===== src/verilog/iscrc_pkg.sv =====
// constants shared by the input routing and calibration run register bank
// assumes a 125 MHz clock and a byte-addressed Avalon-MM register port
//
// Contract
// - dual mode, swap clear: channel A takes input a, channel B input b.
// - dual mode, swap set: channel A takes input b, channel B input a.
// - single-channel modes ignore the swap bit completely.
// - single mode select 1 picks input a (default), 2 picks input b.
// - single mode select 3 enters dual interleaved mode: A takes a, B takes b.
// - routing register resets to 0x01.
// - calibration runs while the run bit is 1; it resets to 1.
// - run bit 0 holds the calibration engine in reset.
// - clearing the run bit also resets digital and serial link clock dividers.
package iscrc_pkg;

	localparam int          ISCRC_ADDR_W        = 12;
	localparam int          ISCRC_DATA_W        = 32;
	localparam int          ISCRC_REG_W         = 8;

	// printed offsets are register indices; byte address is four times each
	localparam logic [9:0]  ISCRC_IDX_ROUTING   = 10'h060;
	localparam logic [9:0]  ISCRC_IDX_CAL_RUN   = 10'h061;
	localparam logic [9:0]  ISCRC_IDX_STATUS    = 10'h07F;

	localparam logic [7:0]  ISCRC_ROUTING_RST   = 8'h01;
	localparam logic [7:0]  ISCRC_CAL_RUN_RST   = 8'h01;
	localparam logic [7:0]  ISCRC_STATUS_RST    = 8'h00;

	localparam int          ISCRC_SWAP_BIT      = 4;
	localparam int          ISCRC_SEL_LSB       = 0;
	localparam int          ISCRC_RUN_BIT       = 0;
	localparam int          ISCRC_FAULT_BIT     = 0;
	localparam int          ISCRC_PENDING_BIT   = 1;

	localparam logic [1:0]  ISCRC_SEL_INPUT_A   = 2'h1;
	localparam logic [1:0]  ISCRC_SEL_INPUT_B   = 2'h2;
	localparam logic [1:0]  ISCRC_SEL_INTERLEAVE = 2'h3;

	localparam logic [1:0]  ISCRC_RESP_OKAY     = 2'h0;
	localparam logic [1:0]  ISCRC_RESP_DECERR   = 2'h3;

	typedef enum logic [1:0]
	{
		ISCRC_ST_IDLE = 2'b01,
		ISCRC_ST_ACK  = 2'b10
	} iscrc_state_t;

endpackage : iscrc_pkg


===== src/verilog/iscrc_input_router.sv =====
// converter channel source selection from the routing register fields
// assumes the mode input is steady while the converter is sampling
`timescale 1ns/10ps

module iscrc_input_router
	import iscrc_pkg::*;
(
	input  wire logic       clock,
	input  wire logic       rst,
	input  wire logic       single_channel_mode,
	input  wire logic       paired_input_swap,
	input  wire logic [1:0] lone_channel_input_select,
	output logic            channel_a_from_b,
	output logic            channel_b_from_a,
	output logic            dual_interleaved_mode
);
	import iscrc_pkg::*;

	typedef struct packed
	{
		logic a_from_b;
		logic b_from_a;
		logic interleaved;
	} iscrc_route_t;

	iscrc_route_t state_reg;
	iscrc_route_t state_next;

	always_comb
	begin
		state_next = '0;
		if (single_channel_mode)
		begin
			// swap bit not looked at here
			case (lone_channel_input_select)
				ISCRC_SEL_INPUT_B:
				begin
					state_next.a_from_b = 1'b1;
					state_next.b_from_a = 1'b0;
				end
				ISCRC_SEL_INTERLEAVE:
				begin
					state_next.interleaved = 1'b1;
				end
				default:
				begin
					// value 0 is undefined; treated like input a
					state_next.b_from_a = 1'b1;
				end
			endcase
		end
		else if (paired_input_swap)
		begin
			state_next.a_from_b = 1'b1;
			state_next.b_from_a = 1'b1;
		end
		else
		begin
			state_next.a_from_b = 1'b0;
			state_next.b_from_a = 1'b0;
		end
	end

	always_ff @(posedge clock or posedge rst)
	begin
		if (rst)
			state_reg <= '0;
		else
			state_reg <= state_next;
	end

	assign channel_a_from_b      = state_reg.a_from_b;
	assign channel_b_from_a      = state_reg.b_from_a;
	assign dual_interleaved_mode = state_reg.interleaved;

endmodule : iscrc_input_router


===== src/verilog/iscrc_cal_sequencer.sv =====
// calibration engine and divider resets, plus sequencing watch flags
// assumes the serial link enable level is synchronous to clock
`timescale 1ns/10ps

module iscrc_cal_sequencer
	import iscrc_pkg::*;
(
	input  wire logic clock,
	input  wire logic rst,
	input  wire logic calibration_run,
	input  wire logic serial_link_enable,
	input  wire logic interleave_selected,
	input  wire logic clear_fault,
	input  wire logic clear_pending,
	output logic      cal_engine_reset,
	output logic      digital_divider_reset,
	output logic      link_divider_reset,
	output logic      sequence_fault,
	output logic      cal_pending
);
	import iscrc_pkg::*;

	typedef struct packed
	{
		logic run_seen;
		logic eng_rst;
		logic dig_rst;
		logic lnk_rst;
		logic fault;
		logic pending;
	} iscrc_seq_t;

	iscrc_seq_t state_reg;
	iscrc_seq_t state_next;
	logic       run_fall;
	logic       run_rise;

	always_comb
	begin
		run_fall = state_reg.run_seen & ~calibration_run;
		run_rise = ~state_reg.run_seen & calibration_run;
		state_next = state_reg;
		state_next.run_seen = calibration_run;
		state_next.eng_rst = ~calibration_run;
		state_next.dig_rst = ~calibration_run;
		state_next.lnk_rst = ~calibration_run;
		// link still enabled when the run bit drops; set beats clear
		if (run_fall & serial_link_enable)
			state_next.fault = 1'b1;
		else if (clear_fault)
			state_next.fault = 1'b0;
		// interleave chosen: calibration still owed until run restarts with the link disabled, or a status write clears it
		if (interleave_selected)
			state_next.pending = 1'b1;
		else if (clear_pending | (run_rise & ~serial_link_enable))
			state_next.pending = 1'b0;
	end

	always_ff @(posedge clock or posedge rst)
	begin
		if (rst)
		begin
			state_reg <= '0;
			state_reg.run_seen <= ISCRC_CAL_RUN_RST[ISCRC_RUN_BIT];
		end
		else
			state_reg <= state_next;
	end

	assign cal_engine_reset      = state_reg.eng_rst;
	assign digital_divider_reset = state_reg.dig_rst;
	assign link_divider_reset    = state_reg.lnk_rst;
	assign sequence_fault        = state_reg.fault;
	assign cal_pending           = state_reg.pending;

endmodule : iscrc_cal_sequencer


===== src/verilog/iscrc_top.sv =====
// input routing and calibration run register bank with Avalon-MM slave
// assumes a byte-addressed master that holds its request until waitrequest low
//
// Our own choice: the Avalon-MM register port.
`timescale 1ns/10ps

module iscrc_top
	import iscrc_pkg::*;
#(
	parameter int ADDR_W = iscrc_pkg::ISCRC_ADDR_W
)
(
	input  wire logic                            clock,
	input  wire logic                            rst,
	input  wire logic [ADDR_W-1:0]               address,
	input  wire logic                            read,
	input  wire logic                            write,
	input  wire logic [iscrc_pkg::ISCRC_DATA_W-1:0] writedata,
	input  wire logic [3:0]                      byteenable,
	output logic [iscrc_pkg::ISCRC_DATA_W-1:0]   readdata,
	output logic                                 waitrequest,
	output logic [1:0]                           response,
	input  wire logic                            single_channel_mode,
	input  wire logic                            serial_link_enable,
	output logic                                 channel_a_from_b,
	output logic                                 channel_b_from_a,
	output logic                                 dual_interleaved_mode,
	output logic                                 cal_engine_reset,
	output logic                                 digital_divider_reset,
	output logic                                 link_divider_reset,
	output logic                                 sequence_fault
);
	import iscrc_pkg::*;

	generate
		if (ADDR_W < 12)
		begin : g_addr_check
			$error("iscrc_top: ADDR_W must be at least 12");
		end
	endgenerate

	typedef struct packed
	{
		iscrc_state_t                st;
		logic [ISCRC_REG_W-1:0]      routing;
		logic [ISCRC_REG_W-1:0]      cal_run;
		logic [ISCRC_DATA_W-1:0]     rdata;
		logic [1:0]                  resp;
		logic                        hit_routing;
		logic                        hit_cal_run;
		logic                        hit_status;
		logic                        interleave_pulse;
		logic                        clr_fault;
		logic                        clr_pending;
		logic                        wreq;
	} iscrc_bank_t;

	iscrc_bank_t state_reg;
	iscrc_bank_t state_next;

	logic [9:0]             word_index;
	logic                   aligned;
	logic                   hit_routing;
	logic                   hit_cal_run;
	logic                   hit_status;
	logic                   request;
	logic                   low_lane;
	logic [ISCRC_REG_W-1:0] wbyte;
	logic [ISCRC_REG_W-1:0] status_byte;
	logic                   fault_flag;
	logic                   pending_flag;

	assign word_index = address[11:2];
	assign aligned    = (address[1:0] == 2'h0);
	assign request    = read | write;
	assign low_lane   = byteenable[0];
	assign wbyte      = writedata[ISCRC_REG_W-1:0];

	// address decode
	always_comb
	begin
		hit_routing = 1'b0;
		hit_cal_run = 1'b0;
		hit_status  = 1'b0;
		// shift keeps the test legal when ADDR_W is exactly 12
		if (!aligned || ((address >> 12) != '0))
		begin
			hit_routing = 1'b0;
		end
		else if (word_index == ISCRC_IDX_ROUTING)
		begin
			hit_routing = 1'b1;
		end
		else if (word_index == ISCRC_IDX_CAL_RUN)
		begin
			hit_cal_run = 1'b1;
		end
		else if (word_index == ISCRC_IDX_STATUS)
		begin
			hit_status = 1'b1;
		end
	end

	always_comb
	begin
		status_byte = ISCRC_STATUS_RST;
		status_byte[ISCRC_FAULT_BIT]   = fault_flag;
		status_byte[ISCRC_PENDING_BIT] = pending_flag;
	end

	always_comb
	begin
		state_next = state_reg;
		state_next.interleave_pulse = 1'b0;
		state_next.clr_fault        = 1'b0;
		state_next.clr_pending      = 1'b0;
		case (state_reg.st)
			ISCRC_ST_IDLE:
			begin
				if (request)
				begin
					// capture decode and read data; answer next cycle
					state_next.st          = ISCRC_ST_ACK;
					state_next.wreq        = 1'b0;
					state_next.hit_routing = hit_routing;
					state_next.hit_cal_run = hit_cal_run;
					state_next.hit_status  = hit_status;
					state_next.rdata       = '0;
					state_next.resp        = ISCRC_RESP_OKAY;
					if (!(hit_routing | hit_cal_run | hit_status))
					begin
						state_next.resp = ISCRC_RESP_DECERR;
					end
					else if (read && hit_routing)
					begin
						// reserved bits come back as stored
						state_next.rdata[ISCRC_REG_W-1:0] = state_reg.routing;
					end
					else if (read && hit_cal_run)
					begin
						state_next.rdata[ISCRC_REG_W-1:0] = state_reg.cal_run;
					end
					else if (read && hit_status)
					begin
						state_next.rdata[ISCRC_REG_W-1:0] = status_byte;
					end
				end
			end
			ISCRC_ST_ACK:
			begin
				// master still holds the request; write lands on this edge
				state_next.st   = ISCRC_ST_IDLE;
				state_next.wreq = 1'b1;
				if (write && low_lane && state_reg.hit_routing)
				begin
					state_next.routing = wbyte;
					if (wbyte[ISCRC_SEL_LSB +: 2] == ISCRC_SEL_INTERLEAVE)
					begin
						state_next.interleave_pulse = 1'b1;
					end
				end
				else if (write && low_lane && state_reg.hit_cal_run)
				begin
					state_next.cal_run = wbyte;
				end
				else if (write && low_lane && state_reg.hit_status)
				begin
					// write one to clear
					state_next.clr_fault   = wbyte[ISCRC_FAULT_BIT];
					state_next.clr_pending = wbyte[ISCRC_PENDING_BIT];
				end
			end
			default:
			begin
				state_next.st   = ISCRC_ST_IDLE;
				state_next.wreq = 1'b1;
			end
		endcase
	end

	always_ff @(posedge clock or posedge rst)
	begin
		if (rst)
		begin
			state_reg         <= '0;
			state_reg.st      <= ISCRC_ST_IDLE;
			state_reg.wreq    <= 1'b1;
			state_reg.routing <= ISCRC_ROUTING_RST;
			state_reg.cal_run <= ISCRC_CAL_RUN_RST;
			state_reg.resp    <= ISCRC_RESP_OKAY;
		end
		else
		begin
			state_reg <= state_next;
		end
	end

	assign readdata    = state_reg.rdata;
	assign waitrequest = state_reg.wreq;
	assign response    = state_reg.resp;

	// only the swap bit, the select field and single_channel_mode steer routing
	iscrc_input_router u_router
	(
		.clock                     (clock),
		.rst                       (rst),
		.single_channel_mode       (single_channel_mode),
		.paired_input_swap         (state_reg.routing[ISCRC_SWAP_BIT]),
		.lone_channel_input_select (state_reg.routing[ISCRC_SEL_LSB +: 2]),
		.channel_a_from_b          (channel_a_from_b),
		.channel_b_from_a          (channel_b_from_a),
		.dual_interleaved_mode     (dual_interleaved_mode)
	);

	iscrc_cal_sequencer u_seq
	(
		.clock                 (clock),
		.rst                   (rst),
		.calibration_run       (state_reg.cal_run[ISCRC_RUN_BIT]),
		.serial_link_enable    (serial_link_enable),
		.interleave_selected   (state_reg.interleave_pulse),
		.clear_fault           (state_reg.clr_fault),
		.clear_pending         (state_reg.clr_pending),
		.cal_engine_reset      (cal_engine_reset),
		.digital_divider_reset (digital_divider_reset),
		.link_divider_reset    (link_divider_reset),
		.sequence_fault        (fault_flag),
		.cal_pending           (pending_flag)
	);

	assign sequence_fault = fault_flag;

endmodule : iscrc_top


===== config.mk =====
export PLATFORM = sky130hd
export DESIGN_NAME = iscrc_top
export DESIGN_NICKNAME = d
export VERILOG_FILES = /design/src/verilog/iscrc_pkg.sv /design/src/verilog/iscrc_input_router.sv /design/src/verilog/iscrc_cal_sequencer.sv /design/src/verilog/iscrc_top.sv
export SDC_FILE = /design/constraint.sdc
export NUM_CORES = 1
export LEC_CHECK = 0
export BUFFER_PORTS_ARGS = -buffer_cell sky130_fd_sc_hd__buf_2
export CORE_ASPECT_RATIO = 0.5
export CORE_UTILIZATION = 49
export DETAILED_ROUTE_END_ITERATION = 10
export PLACE_DENSITY_LB_ADDON = 0.2
export SLEW_MARGIN = 15
export SYNTH_ARGS = -nofsm -noshare
export SYNTH_HDL_FRONTEND = slang
export SYNTH_SLANG_ARGS = --single-unit

===== constraint.sdc =====
create_clock -name clock -period 3.12 [get_ports clock]
set_clock_uncertainty 0.2 [all_clocks]
set_input_delay 0.468 -clock clock [delete_from_list [all_inputs] [get_ports clock]]
set_output_delay 0.468 -clock clock [all_outputs]
set_load 0.01 [all_outputs]

======== Yosys cells after proc, flatten, opt, wreduce, memory -nomap -nowiden ========
Cells that the tools add are included.
cells by class
  add/sub/neg operators ................... 0
  multiply operators ...................... 0
  divide/modulo/power cells ............... 0
  $lt $le $gt $ge ......................... 0
  eq/ne operators ......................... 9
  shift-type cells ........................ 0
  muxes and demuxes ....................... 34
  bitwise logic cells ..................... 12
  reductions and logical operators ........ 14
operators by type and width
  operator                                         number
  == test 10 x 7 -> 1 bit (second input constant)  3
  2-to-1 mux 8 bit                                 3
  2-to-1 mux 1 bit                                 21
  2-to-1 mux 2 bit                                 9
  == test 2 bit (second input constant)            4
  logical AND 1 bit                                7
  AND 1 bit                                        4
  NOT 1 bit                                        4
  OR 1 bit                                         4
  AND reduction 2 bit                              2
  nonzero test 2 bit                               2
  2-to-1 mux 3 bit                                 1
  AND reduction 3 bit                              1
  == test 2 x 1 -> 1 bit (second input constant)   1
  zero test 2 bit                                  1
  != test 2 bit (second input constant)            1
  OR reduction 2 bit                               1
word-level totals
  flip-flop bits (word level) ............. 42
  latch bits .............................. 0
  RAM bits ................................ 0
  bits in read-only memories .............. 0
  input bits .............................. 54
  output and inout bits ................... 42
  word-level logic and storage cells ...... 88
  memories ................................ 0

======== Depth between registers and ports, before layout ========
Gate-level depths: netlist of run 1.
  word-level depth ........................ 10
  gate-level depth with buffers ........... 4

======== Modules after synthesis ========
Synthesis of run 1 repeated with hierarchy kept, for this count alone.
second synthesis, totals
  cells, all modules ...................... 169
  area total of the unflattened synthesis .. 1958.1 um2
by module, submodules not included
  module               instances  cells an instance  area each (um2)
  iscrc_top            1          146                1681.6
  iscrc_cal_sequencer  1          13                 158.9
  iscrc_input_router   1          10                 117.6

======== Least setup slack after synthesis of run 1 ========
OpenSTA, ideal clock, no wires.
  path type ............................... register to register
  start point ............................. register state_reg[57] in the netlist's numbering
  end point ............................... register state_reg[50] in the netlist's numbering
  arrival ................................. 1.316 ns
  required time ........................... 2.795 ns
  path slack .............................. 1.480 ns
  cell stages (with the launch flop) ...... 5
  period minus slack after synthesis ...... 1.640 ns
  cells stage by stage .................... dfstp_2 nand4b_4 or2_1 buf_2 mux2_2
between the ends
  cells in the longest elaborated chain, start to end .. 2
ends and longest elaborated chain
  item                           RTL line          text
  from (decl)                    iscrc_top.sv:58   iscrc_bank_t state_reg;
  from (signal assigned)         iscrc_top.sv:194  state_reg <= state_next;
  == test 2 bit                  iscrc_top.sv:117  case (state_reg.st)
  AND reduction 2 bit (no line)  --
Every way passes these cells.
A chain may end at the register's enable or synchronous reset.

======== Worst setup path after layout of run 1 ========
  start point ............................. register state_reg[57] in the netlist's numbering
  end point ............................... register state_reg[53] in the netlist's numbering
Same word-level chain as after synthesis.

==> results of run 1 <==
layout by cell type (no fill, tap or decap), types with 2 or more instances in the layout:
master,n
a21oi_1,2
a32oi_1,2
and3b_1,2
and4b_1,2
buf_2,44
buf_4,2
clkbuf_1,2
clkbuf_8,6
conb_1,24
dfrtp_1,36
dfstp_2,4
inv_1,7
mux2_2,16
mux2i_1,6
nand2_1,2
nand2b_1,3
nand4_1,2
nor2_1,4
nor3_1,2
o21ai_0,8
o2bb2ai_1,6
o31ai_1,2
final cells by class:
cell class,instances,area share (%)
flip-flops and latches,40,46.0
clock buffers,8,4.12
multi-input cells,101,35.0
well taps,51,2.92
inverters,7,1.20
repair buffers,46,10.7
logic make-up (layout without fill, tap and decap cells):
logic type             after synthesis  after routing
AOI/OAI and AO/OA                   25             25
buffers and inverters               46             61
other                                1             24
DFF                                 40             40
and+or+nand+nor                     30             30
muxes                               22             22
metal layers:
| metal | vias up | wire length, µm | share of wire (%) | global-route usage, % |
|---|---|---|---|---|
| li1 | 599 | - | - | - |
| met1 | 664 | 1640 | 44 | 23.1 |
| met2 | 50 | 1840 | 50 | 32.7 |
| met3 | 2 | 193 | 5.2 | 5.50 |
| met4 | 0 | 13 | 0.35 | 5.63 |
| met5 | - | 0 | 0 | 0 |
cells in the mapped netlist:
master	n
buf_4	36
o21bai_1	1
nand4_2	1
o31ai_1	2
o21ai_0	8
nor3b_4	1
o41ai_2	1
nand4b_4	1
and4b_1	2
nand3_1	1
and3b_1	2
dfstp_2	4
buf_2	3
a32o_1	1
o31a_1	1
nor3_1	2
nor4_4	1
o2bb2ai_1	6
or3_1	1
or2_4	1
a31o_2	1
and3_1	1
nand2b_1	3
a21oi_1	2
dfrtp_1	36
nor2_1	4
nand3b_1	1
mux2i_1	6
conb_1	1
nor4_2	1
nand2_1	2
mux2_2	16
and4_1	1
nand4_1	2
inv_1	7
or4_4	1
a32oi_1	2
or2_1	1
worst max path at each step:
stage	start	endpoint	depth (start not counted)
after floorplan	state_reg[57]	state_reg[50]	4
after global placement	address[11]	readdata[4]	4
after detailed placement	address[11]	response[0]	4
after CTS	state_reg[57]	state_reg[53]	3
after global routing	state_reg[57]	state_reg[51]	3
final	state_reg[57]	state_reg[53]	3
metrics by stage:
| step | util [%] | area (µm²) | instances | hold slack [ns] | total power (W) |
|---|---|---|---|---|---|
| global placement | 57.3 | 2100 | 245 | 0.172 | 0.000699 |
| finish | 59.8 | 2190 | 253 | 0.144 | 0.00104 |
| global route | 59.8 | 2190 | 253 | 0.193 | 0.00109 |
| detailed placement | 57.3 | 2100 | 245 | 0.177 | 0.000703 |
| floorplan | - | 2080 | 187 | 0.163 | 0.000672 |
| CTS | 59.8 | 2190 | 253 | 0.173 | 0.00105 |
power by group through the flow:
stage	Sequential [W]	Clock [W]	Combinational, W
6_report	0.000548	0.000350	0.000146
5_1_grt	0.000548	0.000379	0.000161
4_1_cts	0.000547	0.000360	0.000145
3_5_place_dp	0.000557	0	0.000146
3_3_place_gp	0.000557	0	0.000142
2_1_floorplan	0.000558	0	0.000114
==> flow_summary.json, run 1 <==
{
  "worstPathRequired_ns": 3.09,
  "max-cap-violations": 0,
  "ys_ff_latch": 40,
  "clock-root-buffer": "clkbuf_8",
  "cts_buffer_depth": 2,
  "drc_errors": 0,
  "post-synth-top-area-cell": "dfrtp_1",
  "crit_buf_inv": 0,
  "hpwl_um": 2750,
  "fin_crit_sh_pct": 59.0,
  "relSlewSlack_pct": 42.7,
  "fin_crit_ns": 1.84,
  "final_layout_size_suffix_gt1_share_pct": 40.1,
  "fillers": 324,
  "p_comb_share_pct": 14.0,
  "drt-total-wl_um": 3690,
  "core_area_um2": 3660,
  "setup_viol": 0,
  "synth-xor-area-share_pct": 0,
  "clock.fmax_mhz": 543,
  "final-hold-violation-count": 0,
  "final_net_count": 255,
  "drv_slew": 0,
  "grt_start_max_net_pins": 24,
  "reg2reg_depth": 3,
  "avgSynthCellArea_um2": 12.2,
  "cts_made_buffers": 5,
  "synth.distinct_cells": 38,
  "grt_pass1_vias": 1227,
  "syn2layout_area_growth_pct": 9.52,
  "p_per_area_nw_per_um2": 477,
  "reg2reg_to": "state_reg[53]",
  "crit_path_cell_trace": "nand4b_4 > or2_1 > mux2_2",
  "antenna_found_initial": 0,
  "synthAdderAreaFrac_pct": 0,
  "power_frac_seq_pct": 52.5,
  "overflow": 0,
  "worstPathArrival_ns": 1.82,
  "crit_fanout": 9,
  "grt_pass1_wl_um": 5820,
  "crit_path_start_kind": "flip-flop",
  "post_cts_resized": 0,
  "cts_tree": "yes",
  "fin_setup_tns_ns": 0,
  "synth_seq_area_share_pct": 50.3,
  "gp_congestion": 0.753,
  "slowest_delay_ns": 0.55,
  "crit_path_end_kind": "flip-flop",
  "clock_sinks": 40,
  "status": "finished clean",
  "netlist_area_um2": 2000,
  "die-area_um2": 4350,
  "viasPerCell": 5.20,
  "port_buffers": 44,
  "slowest_stage": "dfstp_2",
  "crit_family": "simple AND/OR/NAND/NOR gates",
  "synth_top_family_by_area": "buffers and inverters",
  "grt_setup_unrepaired": "no",
  "p_clk_share_pct": 33.5,
  "fin_ws_ns": 1.28,
  "crit_type": "flip-flop to flip-flop",
  "diodes": 0,
  "die_w_um": 92.3,
  "wl_per_cell_um": 14.6,
  "largest_reg_flops": 24,
  "reg2reg_from": "state_reg[57]",
  "pre_cts_slack_ns": 1.21,
  "floorplan.initialDensity_pct": 54.6,
  "ys_warn_count": 0,
  "swShare_pct": 27.0,
  "seq_area_um2": 1010,
  "synth.area.top_cells": "dfrtp_1 45%, buf_4 14%, mux2_2 9.0%",
  "cts_hold_buf": 0,
  "ant_nets": 0,
  "tightest_slew_ns": 0.859,
  "num_vias": 1315,
  "ios": 96,
  "synth-compound-area-share_pct": 9.33,
  "clkTransAtPathRegs_ns": 0.07,
  "vdd_drop_max_mv": 0.211,
  "yosys.area_share.simple_pct": 12.5,
  "multi_input_area_um2": 767,
  "clk_latency_ns": 0.29,
  "switching_power_w": 0.000281,
  "die_y_um": 47.2,
  "htree_levels": 2,
  "rrSetupSlack_ns": 1.28,
  "yosysTopAreaCellShare_pct": 45.1,
  "hold_path.class": "input pin to asynchronous set/reset pin",
  "p_leak_nw": 1.12,
  "grt_use_total_pct": 18.6,
  "postCtsSetupBuffers": 0,
  "firstDrtPassIters": 6,
  "synth_mux_area_share_pct": 12.0,
  "drt-initial-drc-count": 69,
  "p_int_w": 0.000762,
  "row_count": 15,
  "syn-instance-count": 164
}
Note: power is estimated with default switching activity, not from simulation.
==> run 2: changes to the inputs <==
--- a/config.mk
+++ b/config.mk
@@ -7,7 +7,7 @@
 export LEC_CHECK = 0
 export BUFFER_PORTS_ARGS = -buffer_cell sky130_fd_sc_hd__buf_2
 export CORE_ASPECT_RATIO = 0.5
-export CORE_UTILIZATION = 49
+export CORE_UTILIZATION = 46
 export DETAILED_ROUTE_END_ITERATION = 10
 export PLACE_DENSITY_LB_ADDON = 0.2
 export SLEW_MARGIN = 15
==> constraint.sdc (replaced) <==
create_clock -name clock -period 1.75 [get_ports clock]
set_clock_uncertainty 0.2 [all_clocks]
set_input_delay 0.2625 -clock clock [delete_from_list [all_inputs] [get_ports clock]]
set_output_delay 0.2625 -clock clock [all_outputs]
set_load 0.01 [all_outputs]
==> flow_summary.json, run 2 (synthesized netlist as in run 1, its figures left out) <==
{
  "p_per_area_nw_per_um2": 900,
  "syn2layout_area_growth_pct": 15.5,
  "grt_pass1_vias": 1246,
  "p_clk_share_pct": 39.3,
  "clock_sinks": 40,
  "crit_fanout": 4,
  "final_design_area_no_fill_um2": 2310,
  "firstDrtPassIters": 5,
  "largest_reg_flops": 24,
  "htree_levels": 2,
  "final_layout_size_suffix_gt1_share_pct": 42.9,
  "ant_nets": 0,
  "fin_crit_sh_pct": 93.6,
  "gp_congestion": 0.747,
  "post_cts_resized": 0,
  "cts_buffer_depth": 2,
  "reg2reg_depth": 4,
  "grt_start_max_net_pins": 41,
  "port_buffers": 44,
  "final-hold-violation-count": 0,
  "worstPathRequired_ns": 1.72,
  "hold_path.class": "input pin to flip-flop",
  "reg2reg_to": "state_reg[50]",
  "drc_errors": 0,
  "drt-total-wl_um": 3510,
  "fin_crit_ns": 1.64,
  "antenna_found_initial": 0,
  "max-cap-violations": 0,
  "cts_made_buffers": 5,
  "num_vias": 1316,
  "reg2reg_from": "state_reg[57]",
  "floorplan.initialDensity_pct": 49.7,
  "wl_per_cell_um": 13.2,
  "status": "finished clean",
  "diodes": 0,
  "crit_type": "flip-flop to flip-flop",
  "vdd_drop_max_mv": 0.469,
  "rrSetupSlack_ns": 0.11,
  "worstPathArrival_ns": 1.61,
  "final_net_count": 265,
  "fin_setup_tns_ns": 0,
  "grt_setup_unrepaired": "no",
  "hpwl_um": 2560,
  "drv_slew": 0,
  "switching_power_w": 0.000514,
  "crit_end": "state_reg[50]",
  "core_area_um2": 4020,
  "clock.fmax_mhz": 611,
  "ios": 96,
  "setup_viol": 0,
  "swShare_pct": 24.7,
  "drt-initial-drc-count": 102,
  "die_w_um": 95.2,
  "p_leak_nw": 1.19,
  "crit_path_start_kind": "flip-flop",
  "placed_cell_area_um2": 2160,
  "overflow": 0,
  "p_comb_share_pct": 13.9,
  "viasPerCell": 4.95,
  "die_y_um": 48.6,
  "cp-startpoint": "state_reg[57]",
  "clock-root-buffer": "clkbuf_8",
  "row_count": 16,
  "crit_path_end_kind": "flip-flop",
  "clk_latency_ns": 0.28,
  "final_common_cell": "buf_2",
  "power_frac_seq_pct": 46.8,
  "layout_common_cells": "44 x buf_2, 36 x dfrtp_1, 24 x conb_1",
  "cts_tree": "yes",
  "clkTransAtPathRegs_ns": 0.08,
  "p_int_w": 0.00157,
  "grt_pass1_wl_um": 5930,
  "die-area_um2": 4630,
  "grt_use_total_pct": 17.1
}
==> run 2: cell count changes in the layout (fill, tap and decap cells not counted) <==
cell and change:
buf_4 +8, clkbuf_1 -2, dlygate4sd3_1 +2, bufinv_16 +1, clkbuf_8 +1
==> run 2: what timing repair did <==
item / CTS / global route
hold buffers: 2 / 0
buffers inserted: 0 / 0
hold endpoints to repair: 38 / 0
==> run 2: cell type report <==
class	instances	area, µm²
tap	54	67.6
multi-input combinational	101	767
sequential	40	1010
timing repair buffer	56	315
fill	354	1720
inverter	7	26.3
clock inverter	1	30.0
clock buffer	7	96.3
==> run 2: power groups by stage <==
stage	registers, W	logic [W]	clock network [W]
6_report	0.000973	0.000288	0.000817
4_1_cts	0.000975	0.000292	0.000834
5_1_grt	0.000977	0.000322	0.000886
3_3_place_gp	0.000991	0.000279	0
2_1_floorplan	0.000996	0.000203	0
3_5_place_dp	0.000993	0.000288	0
==> run 2: worst min path at each step <==
stage | start | end | slack (ns) | cells past startpoint
final | writedata[1] | state_reg[3] | 0.01 | 3
after global routing | writedata[4] | state_reg[45] | 0.007 | 2
after CTS | writedata[1] | state_reg[3] | 0.001 | 3
after detailed placement | state_reg[41] | u_seq.state_reg[5] | 0.18 | 0
after global placement | state_reg[41] | u_seq.state_reg[5] | 0.18 | 0
after floorplan | single_channel_mode | u_router.channel_b_from_a | 0.15 | 1
==> run 2: stage by stage <==
stage	total power (W)	hold WS, ns	utilization [%]	instances	worst slack (ns)
3_5_place_dp	0.00128	0.178	53.7	256	0.105
2_1_floorplan	0.00120	0.151	-	187	0.110
5_1_grt	0.00219	0.00740	57.4	266	0.0472
3_3_place_gp	0.00127	0.181	53.7	256	0.135
4_1_cts	0.00210	0.00150	57.4	266	0.102
6_report	0.00208	0.0105	57.4	266	0.112
==> run 2: critical path, cell delays in order, from the launching register on <==
cell and delay, ns:
dfstp_2 0.55, nand4b_4 0.16, or2_1 0.13, buf_4 0.14
mux2_2 0.35
==> run 2: layer usage <==
layer | vias to the layer above | track usage, % | wire [µm]
met5 | - | 0 | 0
met4 | 0 | 3.28 | 26
met3 | 4 | 5.35 | 263
met2 | 62 | 26.9 | 1660
met1 | 631 | 23.5 | 1560
li1 | 619 | - | -
